==> src/verilog/srd_pkg.sv <==
// Constants and types for the read descriptor decoder
// What this block does
// - Opcode 08h reads count blocks from address
// - Six-byte form: length zero means 256 blocks
// - Opcode 28h: address bytes 2-5, count 7-8
// - Opcode A8h: count bytes 6-9, else as ten-byte
// - Opcode 88h: address 2-9, count 10-13
// - Non-volatile force-access bit accepted and ignored
// - Disable-page-out hint bit is ignored
// - Force-unit-access bit ignored in longer forms
// - Unprotected medium, nonzero protect code: invalid field
// - Protect code 000b: no info sent, no checks
// - Codes 001b-100b: append protection info to data
// - Guard checked only for 001b and 100b
// - Reference tag checked only for 001b, 010b
// - Application tag never checked in these forms
// - Code 011b: send info, skip all checks
// - Codes 101b-111b rejected: invalid field in descriptor
// - Failed enabled check: aborted command, field code
// - Zero count, longer forms: good status, no data
// - Zero count with read-ahead on starts read-ahead
package srd_pkg;
   // Opcodes of the four read forms
   localparam logic [7:0] OP_READ6 = 8'h08;
   localparam logic [7:0] OP_READ10 = 8'h28;
   localparam logic [7:0] OP_READ12 = 8'hA8;
   localparam logic [7:0] OP_READ16 = 8'h88;
   // Protection codes
   localparam logic [2:0] RDP_NONE = 3'h0;
   localparam logic [2:0] RDP_ALL = 3'h1;
   localparam logic [2:0] RDP_NO_GUARD = 3'h2;
   localparam logic [2:0] RDP_GUARD_ONLY = 3'h4;
   localparam logic [2:0] RDP_MAX_VALID = 3'h4;
   // Byte 1 field positions
   localparam int RDP_MSB = 7;
   localparam int RDP_LSB = 5;
   localparam int DPO_BIT = 4;
   localparam int FUA_BIT = 3;
   localparam int FUA_NV_BIT = 1;
   localparam int LBA6_MSB = 4;
   localparam logic [31:0] LEN6_ZERO_BLOCKS = 32'h0000_0100;
   // Status, sense keys, additional codes
   localparam logic [7:0] ST_GOOD = 8'h00;
   localparam logic [7:0] ST_CHECK = 8'h02;
   localparam logic [3:0] SK_NONE = 4'h0;
   localparam logic [3:0] SK_ILLEGAL = 4'h5;
   localparam logic [3:0] SK_ABORTED = 4'hB;
   localparam logic [7:0] ASC_NONE = 8'h00;
   localparam logic [7:0] ASC_INV_OPCODE = 8'h20;
   localparam logic [7:0] ASC_INV_FIELD = 8'h24;
   localparam logic [7:0] ASC_PI_FAIL = 8'h10;
   localparam logic [7:0] ASCQ_NONE = 8'h00;
   localparam logic [7:0] ASCQ_GUARD = 8'h01;
   localparam logic [7:0] ASCQ_REF = 8'h03;
   // Register byte addresses
   localparam int ADDR_W = 8;
   localparam logic [ADDR_W-1:0] ADDR_CDB0 = 8'h00;
   localparam logic [ADDR_W-1:0] ADDR_CDB1 = 8'h04;
   localparam logic [ADDR_W-1:0] ADDR_CDB2 = 8'h08;
   localparam logic [ADDR_W-1:0] ADDR_CDB3 = 8'h0C;
   localparam logic [ADDR_W-1:0] ADDR_CTRL = 8'h10;
   localparam logic [ADDR_W-1:0] ADDR_STATUS = 8'h14;
   localparam logic [ADDR_W-1:0] ADDR_SENSE = 8'h18;
   localparam logic [ADDR_W-1:0] ADDR_LBA_LO = 8'h1C;
   localparam logic [ADDR_W-1:0] ADDR_LBA_HI = 8'h20;
   localparam logic [ADDR_W-1:0] ADDR_COUNT = 8'h24;
   localparam logic [ADDR_W-1:0] ADDR_FLAGS = 8'h28;
   localparam int CDB_BYTES = 16;
   // Register field positions
   localparam int CTRL_START_BIT = 0;
   localparam int CTRL_PIFMT_BIT = 1;
   localparam int CTRL_RAHEAD_BIT = 2;
   localparam int STAT_BUSY_BIT = 0;
   localparam int STAT_DONE_BIT = 1;
   localparam int STAT_CODE_LSB = 8;
   localparam int STAT_KEY_LSB = 16;
   localparam int SENSE_ASC_LSB = 8;
   localparam int FLG_SENDPI_BIT = 0;
   localparam int FLG_GUARD_BIT = 1;
   localparam int FLG_REF_BIT = 2;
   localparam int FLG_APP_BIT = 3;
   localparam int FLG_OPC_LSB = 8;
   localparam logic [1:0] RESP_OKAY = 2'b00;
   localparam logic [1:0] RESP_SLVERR = 2'b10;
   // Command sequencer states
   typedef enum logic [1:0] {
      SRD_IDLE,
      SRD_DECODE,
      SRD_ISSUE,
      SRD_WAIT
   } srd_state_type;
endpackage

==> src/verilog/srd_read_cdb_decoder.sv <==
// Read descriptor decoder with AXI4-Lite registers and a data path request port
`timescale 1ns/100ps
`default_nettype none
module srd_read_cdb_decoder (
   input wire logic mclk_i, // 250 MHz clock
   input wire logic rst_i, // Async reset, high
   input wire logic [srd_pkg::ADDR_W-1:0] s_axi_awaddr_i, // Write address
   input wire logic s_axi_awvalid_i, // Write address valid
   output logic s_axi_awready_o, // Write address ready
   input wire logic [31:0] s_axi_wdata_i, // Write data
   input wire logic [3:0] s_axi_wstrb_i, // Byte enables
   input wire logic s_axi_wvalid_i, // Write data valid
   output logic s_axi_wready_o, // Write data ready
   output logic [1:0] s_axi_bresp_o, // Write response
   output logic s_axi_bvalid_o, // Write response valid
   input wire logic s_axi_bready_i, // Write response ready
   input wire logic [srd_pkg::ADDR_W-1:0] s_axi_araddr_i, // Read address
   input wire logic s_axi_arvalid_i, // Read address valid
   output logic s_axi_arready_o, // Read address ready
   output logic [31:0] s_axi_rdata_o, // Read data
   output logic [1:0] s_axi_rresp_o, // Read response
   output logic s_axi_rvalid_o, // Read data valid
   input wire logic s_axi_rready_i, // Read data ready
   output logic xfer_valid_o, // Block read request valid
   input wire logic xfer_ready_i, // Data path takes request
   output logic [63:0] xfer_lba_o, // First block address
   output logic [31:0] xfer_count_o, // Blocks to move
   output logic xfer_send_pi_o, // Append protection info
   output logic xfer_chk_guard_o, // Verify guard field
   output logic xfer_chk_ref_o, // Verify reference tag
   output logic xfer_chk_app_o, // Verify application tag
   input wire logic xfer_done_i, // Data path finished, pulse
   input wire logic xfer_guard_err_i, // Guard mismatch seen
   input wire logic xfer_ref_err_i, // Reference tag mismatch seen
   output logic read_ahead_o // Start read-ahead, pulse
);
   import srd_pkg::*;

   typedef struct packed {
      srd_state_type state;
      logic [CDB_BYTES-1:0][7:0] cdb;
      logic pi_fmt;
      logic ra_en;
      logic done;
      logic [7:0] stat_code;
      logic [3:0] sense_key;
      logic [7:0] asc;
      logic [7:0] ascq;
      logic [63:0] lba;
      logic [31:0] count;
      logic send_pi;
      logic chk_g;
      logic chk_r;
      logic [7:0] opcode;
      logic ra_pulse;
      logic aw_got;
      logic [ADDR_W-1:0] awaddr;
      logic w_got;
      logic [31:0] wdata;
      logic [3:0] wstrb;
      logic bvalid;
      logic [1:0] bresp;
      logic rvalid;
      logic [31:0] rdata;
      logic [1:0] rresp;
   } srd_regs_type;

   srd_regs_type s;
   srd_regs_type next_s;

   ////////////////////////////////////////////////////////////////////////
   // Byte-enable merge of a written word into a stored one
   function automatic logic [31:0] srd_merge(input logic [31:0] old_w, input logic [31:0] new_w,
                                             input logic [3:0] strb);
      logic [31:0] res;
      res = old_w;
      for (int j = 0; j < 4; j++) begin
         if (strb[j]) begin
            res[8*j +: 8] = new_w[8*j +: 8];
         end
      end
      return res;
   endfunction

   ////////////////////////////////////////////////////////////////////////
   // Handshake outputs straight from state
   assign s_axi_awready_o = !s.aw_got && !s.bvalid;
   assign s_axi_wready_o = !s.w_got && !s.bvalid;
   assign s_axi_arready_o = !s.rvalid;
   assign s_axi_bvalid_o = s.bvalid;
   assign s_axi_bresp_o = s.bresp;
   assign s_axi_rvalid_o = s.rvalid;
   assign s_axi_rdata_o = s.rdata;
   assign s_axi_rresp_o = s.rresp;
   assign xfer_valid_o = (s.state == SRD_ISSUE);
   assign xfer_lba_o = s.lba;
   assign xfer_count_o = s.count;
   assign xfer_send_pi_o = s.send_pi;
   assign xfer_chk_guard_o = s.chk_g;
   assign xfer_chk_ref_o = s.chk_r;
   assign xfer_chk_app_o = 1'b0; // Only the 32-byte form checks it
   assign read_ahead_o = s.ra_pulse;

   ////////////////////////////////////////////////////////////////////////
   // Next-state logic: bus slave, decoder and sequencer
   always_comb begin
      logic [7:0] op;
      logic [7:0] b1;
      logic [2:0] rdp;
      logic known;
      logic long_form;
      logic [63:0] d_lba;
      logic [31:0] d_count;
      logic [31:0] word;
      logic start;
      int widx;
      next_s = s;
      op = s.cdb[0];
      b1 = s.cdb[1];
      rdp = RDP_NONE;
      known = 1'b1;
      long_form = 1'b1;
      d_lba = '0;
      d_count = '0;
      word = '0;
      start = 1'b0;
      widx = 0;
      next_s.ra_pulse = 1'b0;

      // Address and data may come in either order
      if (s_axi_awvalid_i && s_axi_awready_o) begin
         next_s.aw_got = 1'b1;
         next_s.awaddr = s_axi_awaddr_i;
      end
      if (s_axi_wvalid_i && s_axi_wready_o) begin
         next_s.w_got = 1'b1;
         next_s.wdata = s_axi_wdata_i;
         next_s.wstrb = s_axi_wstrb_i;
      end
      if (s.bvalid && s_axi_bready_i) begin
         next_s.bvalid = 1'b0;
      end

      // Register write once both halves are held
      if (s.aw_got && s.w_got && !s.bvalid) begin
         next_s.aw_got = 1'b0;
         next_s.w_got = 1'b0;
         next_s.bvalid = 1'b1;
         next_s.bresp = RESP_OKAY;
         unique case (s.awaddr)
            ADDR_CDB0, ADDR_CDB1, ADDR_CDB2, ADDR_CDB3: begin
               // Descriptor is frozen while a command runs
               widx = int'(s.awaddr[ADDR_W-1:2]);
               if (s.state == SRD_IDLE) begin
                  word = srd_merge({s.cdb[4*widx+3], s.cdb[4*widx+2], s.cdb[4*widx+1], s.cdb[4*widx]},
                                   s.wdata, s.wstrb);
                  for (int j = 0; j < 4; j++) begin
                     next_s.cdb[4*widx+j] = word[8*j +: 8];
                  end
               end
            end
            ADDR_CTRL: begin
               if (s.wstrb[0]) begin
                  next_s.pi_fmt = s.wdata[CTRL_PIFMT_BIT];
                  next_s.ra_en = s.wdata[CTRL_RAHEAD_BIT];
                  start = s.wdata[CTRL_START_BIT];
               end
            end
            ADDR_STATUS, ADDR_SENSE, ADDR_LBA_LO, ADDR_LBA_HI, ADDR_COUNT, ADDR_FLAGS: begin
               // Read-only words accept and drop the write
            end
            default: begin
               next_s.bresp = RESP_SLVERR;
            end
         endcase
      end

      // Register read
      if (s.rvalid && s_axi_rready_i) begin
         next_s.rvalid = 1'b0;
      end
      if (s_axi_arvalid_i && s_axi_arready_o) begin
         next_s.rvalid = 1'b1;
         next_s.rresp = RESP_OKAY;
         next_s.rdata = '0;
         unique case (s_axi_araddr_i)
            ADDR_CDB0: next_s.rdata = {s.cdb[3], s.cdb[2], s.cdb[1], s.cdb[0]};
            ADDR_CDB1: next_s.rdata = {s.cdb[7], s.cdb[6], s.cdb[5], s.cdb[4]};
            ADDR_CDB2: next_s.rdata = {s.cdb[11], s.cdb[10], s.cdb[9], s.cdb[8]};
            ADDR_CDB3: next_s.rdata = {s.cdb[15], s.cdb[14], s.cdb[13], s.cdb[12]};
            ADDR_CTRL: begin
               next_s.rdata[CTRL_PIFMT_BIT] = s.pi_fmt;
               next_s.rdata[CTRL_RAHEAD_BIT] = s.ra_en;
            end
            ADDR_STATUS: begin
               next_s.rdata[STAT_BUSY_BIT] = (s.state != SRD_IDLE);
               next_s.rdata[STAT_DONE_BIT] = s.done;
               next_s.rdata[STAT_CODE_LSB +: 8] = s.stat_code;
               next_s.rdata[STAT_KEY_LSB +: 4] = s.sense_key;
            end
            ADDR_SENSE: next_s.rdata = {16'h0000, s.asc, s.ascq};
            ADDR_LBA_LO: next_s.rdata = s.lba[31:0];
            ADDR_LBA_HI: next_s.rdata = s.lba[63:32];
            ADDR_COUNT: next_s.rdata = s.count;
            ADDR_FLAGS: begin
               next_s.rdata[FLG_SENDPI_BIT] = s.send_pi;
               next_s.rdata[FLG_GUARD_BIT] = s.chk_g;
               next_s.rdata[FLG_REF_BIT] = s.chk_r;
               next_s.rdata[FLG_APP_BIT] = 1'b0;
               next_s.rdata[FLG_OPC_LSB +: 8] = s.opcode;
            end
            default: next_s.rresp = RESP_SLVERR;
         endcase
      end

      // Field extraction per form; hint bits are never looked at
      unique case (op)
         OP_READ6: begin
            long_form = 1'b0;
            d_lba = {43'h0, b1[LBA6_MSB:0], s.cdb[2], s.cdb[3]};
            d_count = (s.cdb[4] == 8'h00) ? LEN6_ZERO_BLOCKS : {24'h0, s.cdb[4]};
         end
         OP_READ10: begin
            d_lba = {32'h0, s.cdb[2], s.cdb[3], s.cdb[4], s.cdb[5]};
            d_count = {16'h0, s.cdb[7], s.cdb[8]};
         end
         OP_READ12: begin
            d_lba = {32'h0, s.cdb[2], s.cdb[3], s.cdb[4], s.cdb[5]};
            d_count = {s.cdb[6], s.cdb[7], s.cdb[8], s.cdb[9]};
         end
         OP_READ16: begin
            d_lba = {s.cdb[2], s.cdb[3], s.cdb[4], s.cdb[5],
                     s.cdb[6], s.cdb[7], s.cdb[8], s.cdb[9]};
            d_count = {s.cdb[10], s.cdb[11], s.cdb[12], s.cdb[13]};
         end
         default: begin
            known = 1'b0;
         end
      endcase
      if (long_form) begin
         rdp = b1[RDP_MSB:RDP_LSB];
      end

      // Command sequencer
      unique case (s.state)
         SRD_IDLE: begin
            if (start) begin
               next_s.state = SRD_DECODE;
               next_s.done = 1'b0;
            end
         end
         SRD_DECODE: begin
            next_s.opcode = op;
            next_s.lba = d_lba;
            next_s.count = d_count;
            next_s.send_pi = (rdp != RDP_NONE);
            next_s.chk_g = (rdp == RDP_ALL) || (rdp == RDP_GUARD_ONLY);
            next_s.chk_r = (rdp == RDP_ALL) || (rdp == RDP_NO_GUARD);
            next_s.stat_code = ST_CHECK;
            next_s.sense_key = SK_ILLEGAL;
            next_s.asc = ASC_INV_FIELD;
            next_s.ascq = ASCQ_NONE;
            if (!known) begin
               // Rejected before any request reaches the data path
               next_s.asc = ASC_INV_OPCODE;
               next_s.state = SRD_IDLE;
               next_s.done = 1'b1;
            end else if (rdp > RDP_MAX_VALID) begin
               next_s.state = SRD_IDLE;
               next_s.done = 1'b1;
            end else if (!s.pi_fmt && (rdp != RDP_NONE)) begin
               next_s.state = SRD_IDLE;
               next_s.done = 1'b1;
            end else if (d_count == 32'h0000_0000) begin
               // Only longer forms reach here; no data, good status
               next_s.stat_code = ST_GOOD;
               next_s.sense_key = SK_NONE;
               next_s.asc = ASC_NONE;
               next_s.ra_pulse = s.ra_en;
               next_s.state = SRD_IDLE;
               next_s.done = 1'b1;
            end else begin
               next_s.state = SRD_ISSUE;
            end
         end
         SRD_ISSUE: begin
            if (xfer_ready_i) begin
               next_s.state = SRD_WAIT;
            end
         end
         SRD_WAIT: begin
            if (xfer_done_i) begin
               // Errors count only for checks that were enabled; guard reported first
               next_s.state = SRD_IDLE;
               next_s.done = 1'b1;
               next_s.stat_code = ST_GOOD;
               next_s.sense_key = SK_NONE;
               next_s.asc = ASC_NONE;
               next_s.ascq = ASCQ_NONE;
               if (s.chk_g && xfer_guard_err_i) begin
                  next_s.stat_code = ST_CHECK;
                  next_s.sense_key = SK_ABORTED;
                  next_s.asc = ASC_PI_FAIL;
                  next_s.ascq = ASCQ_GUARD;
               end else if (s.chk_r && xfer_ref_err_i) begin
                  next_s.stat_code = ST_CHECK;
                  next_s.sense_key = SK_ABORTED;
                  next_s.asc = ASC_PI_FAIL;
                  next_s.ascq = ASCQ_REF;
               end
            end
         end
      endcase
   end

   ////////////////////////////////////////////////////////////////////////
   // State register
   always_ff @(posedge mclk_i or posedge rst_i) begin
      if (rst_i) begin
         s <= '0;
      end else begin
         s <= next_s;
      end
   end
endmodule // srd_read_cdb_decoder
`default_nettype wire

==> config.mk <==
export PLATFORM = sky130hd
export DESIGN_NAME = srd_read_cdb_decoder
export DESIGN_NICKNAME = d
export VERILOG_FILES = /design/src/verilog/srd_pkg.sv /design/src/verilog/srd_read_cdb_decoder.sv
export SDC_FILE = /design/constraint.sdc
export NUM_CORES = 1
export LEC_CHECK = 0
export ABC_AREA = 1
export BUFFER_PORTS_ARGS = -buffer_cell sky130_fd_sc_hd__buf_2
export CAP_MARGIN = 40
export CORE_UTILIZATION = 45
export CTS_CLUSTER_SIZE = 20
export DETAILED_ROUTE_END_ITERATION = 16
export HOLD_SLACK_MARGIN = 0.1
export PLACE_DENSITY = 0.72
export SKIP_CTS_REPAIR_TIMING = 1
export SYNTH_ARGS = -nofsm -noshare
export SYNTH_HDL_FRONTEND = slang
export SYNTH_SLANG_ARGS = --single-unit
==> constraint.sdc <==
create_clock -name mclk_i -period 11.6 [get_ports mclk_i]
set_input_delay 2.32 -clock mclk_i [delete_from_list [all_inputs] [get_ports mclk_i]]
set_output_delay 2.32 -clock mclk_i [all_outputs]
set_load 0.02 [all_outputs]
# Yosys cells after proc, flatten, opt, wreduce, memory -nomap -nowiden
# Cells that the tools add are included.
dict set report word_totals {
  wordCells 225
  input_bits 63
  regBits 353
  output_inout_bits 143
}
dict set report op_classes {
  n_mux 92
  order_cmp 9
  n_reduce_logical 46
  add_sub_neg 3
  eq_ne 34
}
# op count
set ops {}
lappend ops {{128-bit bitwise mux} 4}
lappend ops {{8-bit 2-to-1 mux} 28}
lappend ops {{64-bit case mux with 3 select lines} 1}
lappend ops {{32-bit case mux with 4 select lines} 1}
lappend ops {{8-bit binary-select mux with 4-bit select} 3}
lappend ops {{8-bit demux with 4-bit select} 3}
lappend ops {{12-bit case mux with 7 select lines} 1}
lappend ops {{8-bit case mux with 10 select lines} 1}
lappend ops {{8-bit by 5-bit == test with 1-bit output, second input constant} 8}
lappend ops {{4-bit case mux with 8 select lines} 2}
lappend ops {{8-bit by 6-bit == test with 1-bit output, second input constant} 7}
lappend ops {{28-bit case mux with 2 select lines} 1}
lappend ops {{8-bit by 4-bit == test with 1-bit output, second input constant} 5}
lappend ops {{20-bit 2-to-1 mux} 2}
lappend ops {{37-bit 2-to-1 mux} 1}
lappend ops {{35-bit 2-to-1 mux} 1}
lappend ops {{32-bit logical NOT} 1}
lappend ops {{29-bit 2-to-1 mux} 1}
lappend ops {{28-bit 2-to-1 mux} 1}
lappend ops {{9-bit by 1-bit >= comparator with 1-bit output, second input constant} 3}
lappend ops {{9-bit by 5-bit < comparator with 1-bit output, second input constant} 3}
lappend ops {{8-bit logical NOT} 3}
lappend ops {{22-bit 2-to-1 mux} 1}
lappend ops {{11-bit OR reduction} 2}
lappend ops {{other kinds (39)} 100}

# Logic depth before layout (Yosys ltp)
dict set report logic_depth {
  word_depth 11
  depth_mapped 17
  depth_no_buf 16
}

# Least setup slack after synthesis
# OpenSTA, ideal clock, no wires.
dict set report synth_path {
  path_kind {in2reg}
  startpoint {input s_axi_araddr_i[7] in the netlist's numbering}
  endpoint {register s (netlist bit s_axi_rdata_o[13])}
  stages 10
  setup_slack_ns 7.934
  required_ns 11.534
  t_arrival_ns 3.600
  n_path_buf 1
  setup_time_ns 0.066
  cell_sequence {nor2_1 -> inv_1 -> nor3_1 -> nand2_1 -> inv_1 -> buf_2 -> a221oi_1 -> nand3_1 -> nand2_1 -> nand2_1}
}
dict set report synth_between {
  elab_chain_len 2
  elab_cells_between_ends 11
  classes_between {eq/ne (9); mux (1); reduce/logical (1)}
}
# element line_no
set synth_lines {}
lappend synth_lines {{from (decl)} srd_read_cdb_decoder.sv:17} ;# input wire logic [srd_pkg::ADDR_W-1:0] s_axi_araddr_i,
lappend synth_lines {{8-bit by 6-bit == test with 1-bit output (tied with other cells)} srd_read_cdb_decoder.sv:186} ;# unique case (s_axi_araddr_i)
lappend synth_lines {{8-bit case mux with 10 select lines *} srd_read_cdb_decoder.sv:186}
lappend synth_lines {{to (signal assigned)} srd_read_cdb_decoder.sv:322} ;# s <= next_s;
lappend synth_lines {{to (decl)} srd_read_cdb_decoder.sv:68} ;# srd_regs_type s;
# Mark *: on every way between the ends. The rest lies on a longest branch, timed or not.
# A chain may end at the register's enable or synchronous reset.

# Worst setup path after layout
dict set report layout_path {
  startpoint {input s_axi_araddr_i[1] in the netlist's numbering}
  endpoint {register s (netlist bit s_axi_rdata_o[6])}
}
dict set report layout_between {
  elab_chain_len 2
  elab_cells_between_ends 9
  classes_between {eq/ne (7); mux (1); reduce/logical (1)}
}
# element line_no
set layout_lines {}
lappend layout_lines {{8-bit by 6-bit == test with 1-bit output (tied with other cells)} srd_read_cdb_decoder.sv:186}
lappend layout_lines {{4-bit case mux with 8 select lines *} srd_read_cdb_decoder.sv:186}
# Marked as above.

==> run metrics <==
status complete, no violations; initial core utilization 45.56%; fin area roughly 19,000 µm²; Routed Wire Length 69,110 µm; Worst Setup Start Kind primary input; Cells after Synth about 2,100; via-per-instance ratio between 6 and 7; Crit path arrival time 4880 ps; fin crit period 4396 ps; worst rel slew slack approximately 36%; first-pass iteration count of the detailed router 6; power share of the clock group 36.1%; Max Root-Sink Buffers 3; Antenna Nets Post-Route 0; Final Skew 22.58 ps; Comb pwr share 23.0%; Netlist cell types 44; vias in the first global route around 15,000; highest-delay cell along the critical path clkinv_1; layout cells sized above 1 17.20%; clock insertion delay at the later pin of the skew report 560 ps; Critical Path Start s_axi_araddr_i[1]; die height 197.1 µm; gpl congestion about 1; Reg2Reg Setup Slack 7930 ps; DIE WIDTH 197.1 µm; mapped cell area 17,120 µm²; DIE AREA 38,830 µm²; crit path cell chain buf_2 > nor2_1 > nand3_1 > nor2_4 > clkinv_1 > o21ai_0 > a221oi_1 > a21oi_1 > a21o_1; max incr delay on CP approximately 760 ps; FF+latch count, synth ~330; clk sinks 328; final setup fails 0; Worst-path clk slew 60 ps; RR Startpoint s[225]; DR iter-0 viols 2,485; IO buf count 202; Syn Area/Cell around 8 µm²; initial antenna violation count 2; RR Endpoint xfer_lba_o[16]; slew at the pin with the worst max-slew slack 960.5 ps; final hold vios 0; TritonCTS clock tree built; GR Overflow Total 0; largest net degree at the start of global routing approximately 170; VDD IR max approximately 0.094 mV; Power Internal 0.002248 W; min-delay worst type reg -> reg; Crit Path Class in -> reg; Area Overhead vs Synth 11.03%; H-tree Lvls 2; commonest non-fill, non-tap cell in the layout nand2_1; hold slack 484.1 ps; Seq pwr share 40.8%; FP Rows 71; Psw 0.001236 W; most frequent cells in the layout nand2_1 (547), dfrtp_1 (328), o21ai_0 (271); first-pass GRT wire length 101,200 µm; sequential fraction of the synthesis area 47.94%; DRC violations left 0; drt wl/cell 25.95 µm; DR vias 16,128; Final #Nets 2,190; Lkg Pwr 8.901 nW; largest fanout on the critical path 18; dpl cell area around 18,000 µm²; setup TNS 0 ps; Final Max Tran Viols 0; Buf/Inv on CP 2; unrepaired setup endpoints after global routing false; Pwr Density ~180 nW/µm²; Sw Ratio roughly 35%; Critical Path RT 12,080 ps; worst r2r path cells 11; CTS root buf clkbuf_16; CTS Buf Count 39; FILL cells 3,617; Post-DP HPWL between 40,000 and 50,000 µm; Worst path depth 9; CP endpoint kind flip-flop; Ys Warns 0; delay-heaviest family, CP simple AND/OR/NAND/NOR gates; fin crit share a little under two fifths; I/O pins 206; worst setup path endpoint s_axi_rdata_o[6]; core area 37,580 µm²; Max Clock Freq 227.5 MHz; gr usage total 35.55%; max cap viols 0
==> final cells by class <==
class | instances | area (µm²) | area share (%)
Inverter | 179 | 680.7 | 3.580
Antenna cell | 1 | 2.502 | 0.01316
Sequential cell | 328 | 8208 | 43.18
Clock buffer | 54 | 1124 | 5.910
Multi-Input combinational cell | 1340 | 6790 | 35.72
Clock inverter | 16 | 178.9 | 0.9412
Tap cell | 511 | 639.4 | 3.363
Timing Repair Buffer | 234 | 1388 | 7.299
==> flip-flops by register name, summed over array words and instances, names as in the netlist, named ones only <==
| register | flops |
|---|---|
| read_ahead_o | 1 |
| s | 191 |
| s_axi_bresp_o | 1 |
| s_axi_bvalid_o | 1 |
| s_axi_rdata_o | 32 |
| s_axi_rresp_o | 1 |
| s_axi_rvalid_o | 1 |
| xfer_chk_guard_o | 1 |
| xfer_chk_ref_o | 1 |
| xfer_count_o | 32 |
| xfer_lba_o | 64 |
| xfer_send_pi_o | 1 |
==> cell usage after synthesis (all sizes together) <==
master   count  share of area, %
and2         2             0.073
dfrtp      328                48
o22ai       70               2.6
nand2      554                12
or2          2             0.073
clkinv       2             0.044
nor3         9              0.36
o221ai      24               1.2
ha           5              0.37
o211ai       5              0.22
o2111ai     10              0.51
nand3       83               2.4
nand4        8              0.44
a22o         4              0.20
a31oi        1             0.037
o21ai      294               8.6
inv        177               3.9
mux2i        6              0.35
o31ai       24               1.1
a21oi       43               1.3
clkbuf      70               1.5
a21o         3              0.13
a22oi       11              0.48
a221oi      35               1.8
mux2        34               2.2
conb         1             0.022
a41oi        2              0.10
nor4         2             0.073
a211oi       3              0.13
nor2        99               2.4
and3         1             0.037
buf        171               7.0
o41ai        3              0.15
==> per-stage QoR <==
step | instances | worst slack (ps) | utilization [%] | total power [W]
after floorplan | 2088 | 196.9 | - | 0.001916
after global placement | 2583 | 6747 | 46.61 | 0.002197
after detailed placement | 2592 | 6749 | 47.12 | 0.002219
after CTS | 2662 | 7305 | 50.58 | 0.003469
after global routing | 2662 | 7121 | 50.58 | 0.003612
final | 2663 | 7204 | 50.59 | 0.003484
==> power groups by stage <==
stage	registers (W)	logic, W	clock network, W
detailed placement	0.00143	0.000787	0
finish	0.00142	0.000803	0.00126
CTS	0.00141	0.000791	0.00127
global route	0.00143	0.000871	0.00131
global placement	0.00143	0.000767	0
floorplan	0.00136	0.000552	0
==> routing by layer <==
layer	share of wire, %	track usage [%]
met3	14	9.954
met2	40	48.55
met5	0	0
met4	3.8	12.69
met1	42	53.17
==> worst register-to-register path, cell delays in order (launching register included) <==
cell and delay (ps):
dfrtp_1 400, inv_2 170, nand2_1 120, nor2_4 130, buf_4 550, nand2_2 430, nand2_1 670, buf_4 300
inv_1 260, o22ai_1 270, a21oi_1 100, o21ai_0 180
==> how the worst min path moves through the flow <==
stage               cells past startpoint                 to         startpoint  slack [ps]
floorplan                               2   s_axi_rresp_o[1]   s_axi_rresp_o[1]         450
global placement                        2  s_axi_rdata_o[14]  s_axi_rdata_o[14]         460
detailed placement                      2  s_axi_rdata_o[26]  s_axi_rdata_o[26]         460
CTS                                     2  s_axi_rdata_o[14]  s_axi_rdata_o[14]         480
global route                            2             s[240]             s[240]         510
finish                                  2  s_axi_rdata_o[14]  s_axi_rdata_o[14]         480
==> cells by family (layout without fill, tap and decap cells) <==
kind of cell,Yosys count,after routing,share of synthesized area (%)
other cells,1,4,0.02190
fa+ha+maj,5,5,0.3654
mux,40,40,2.587
flops,328,328,47.94
compound gates,532,532,18.45
simple gates,760,760,18.13
buf+inv,420,483,12.50
(Power assumes the default switching activity.)
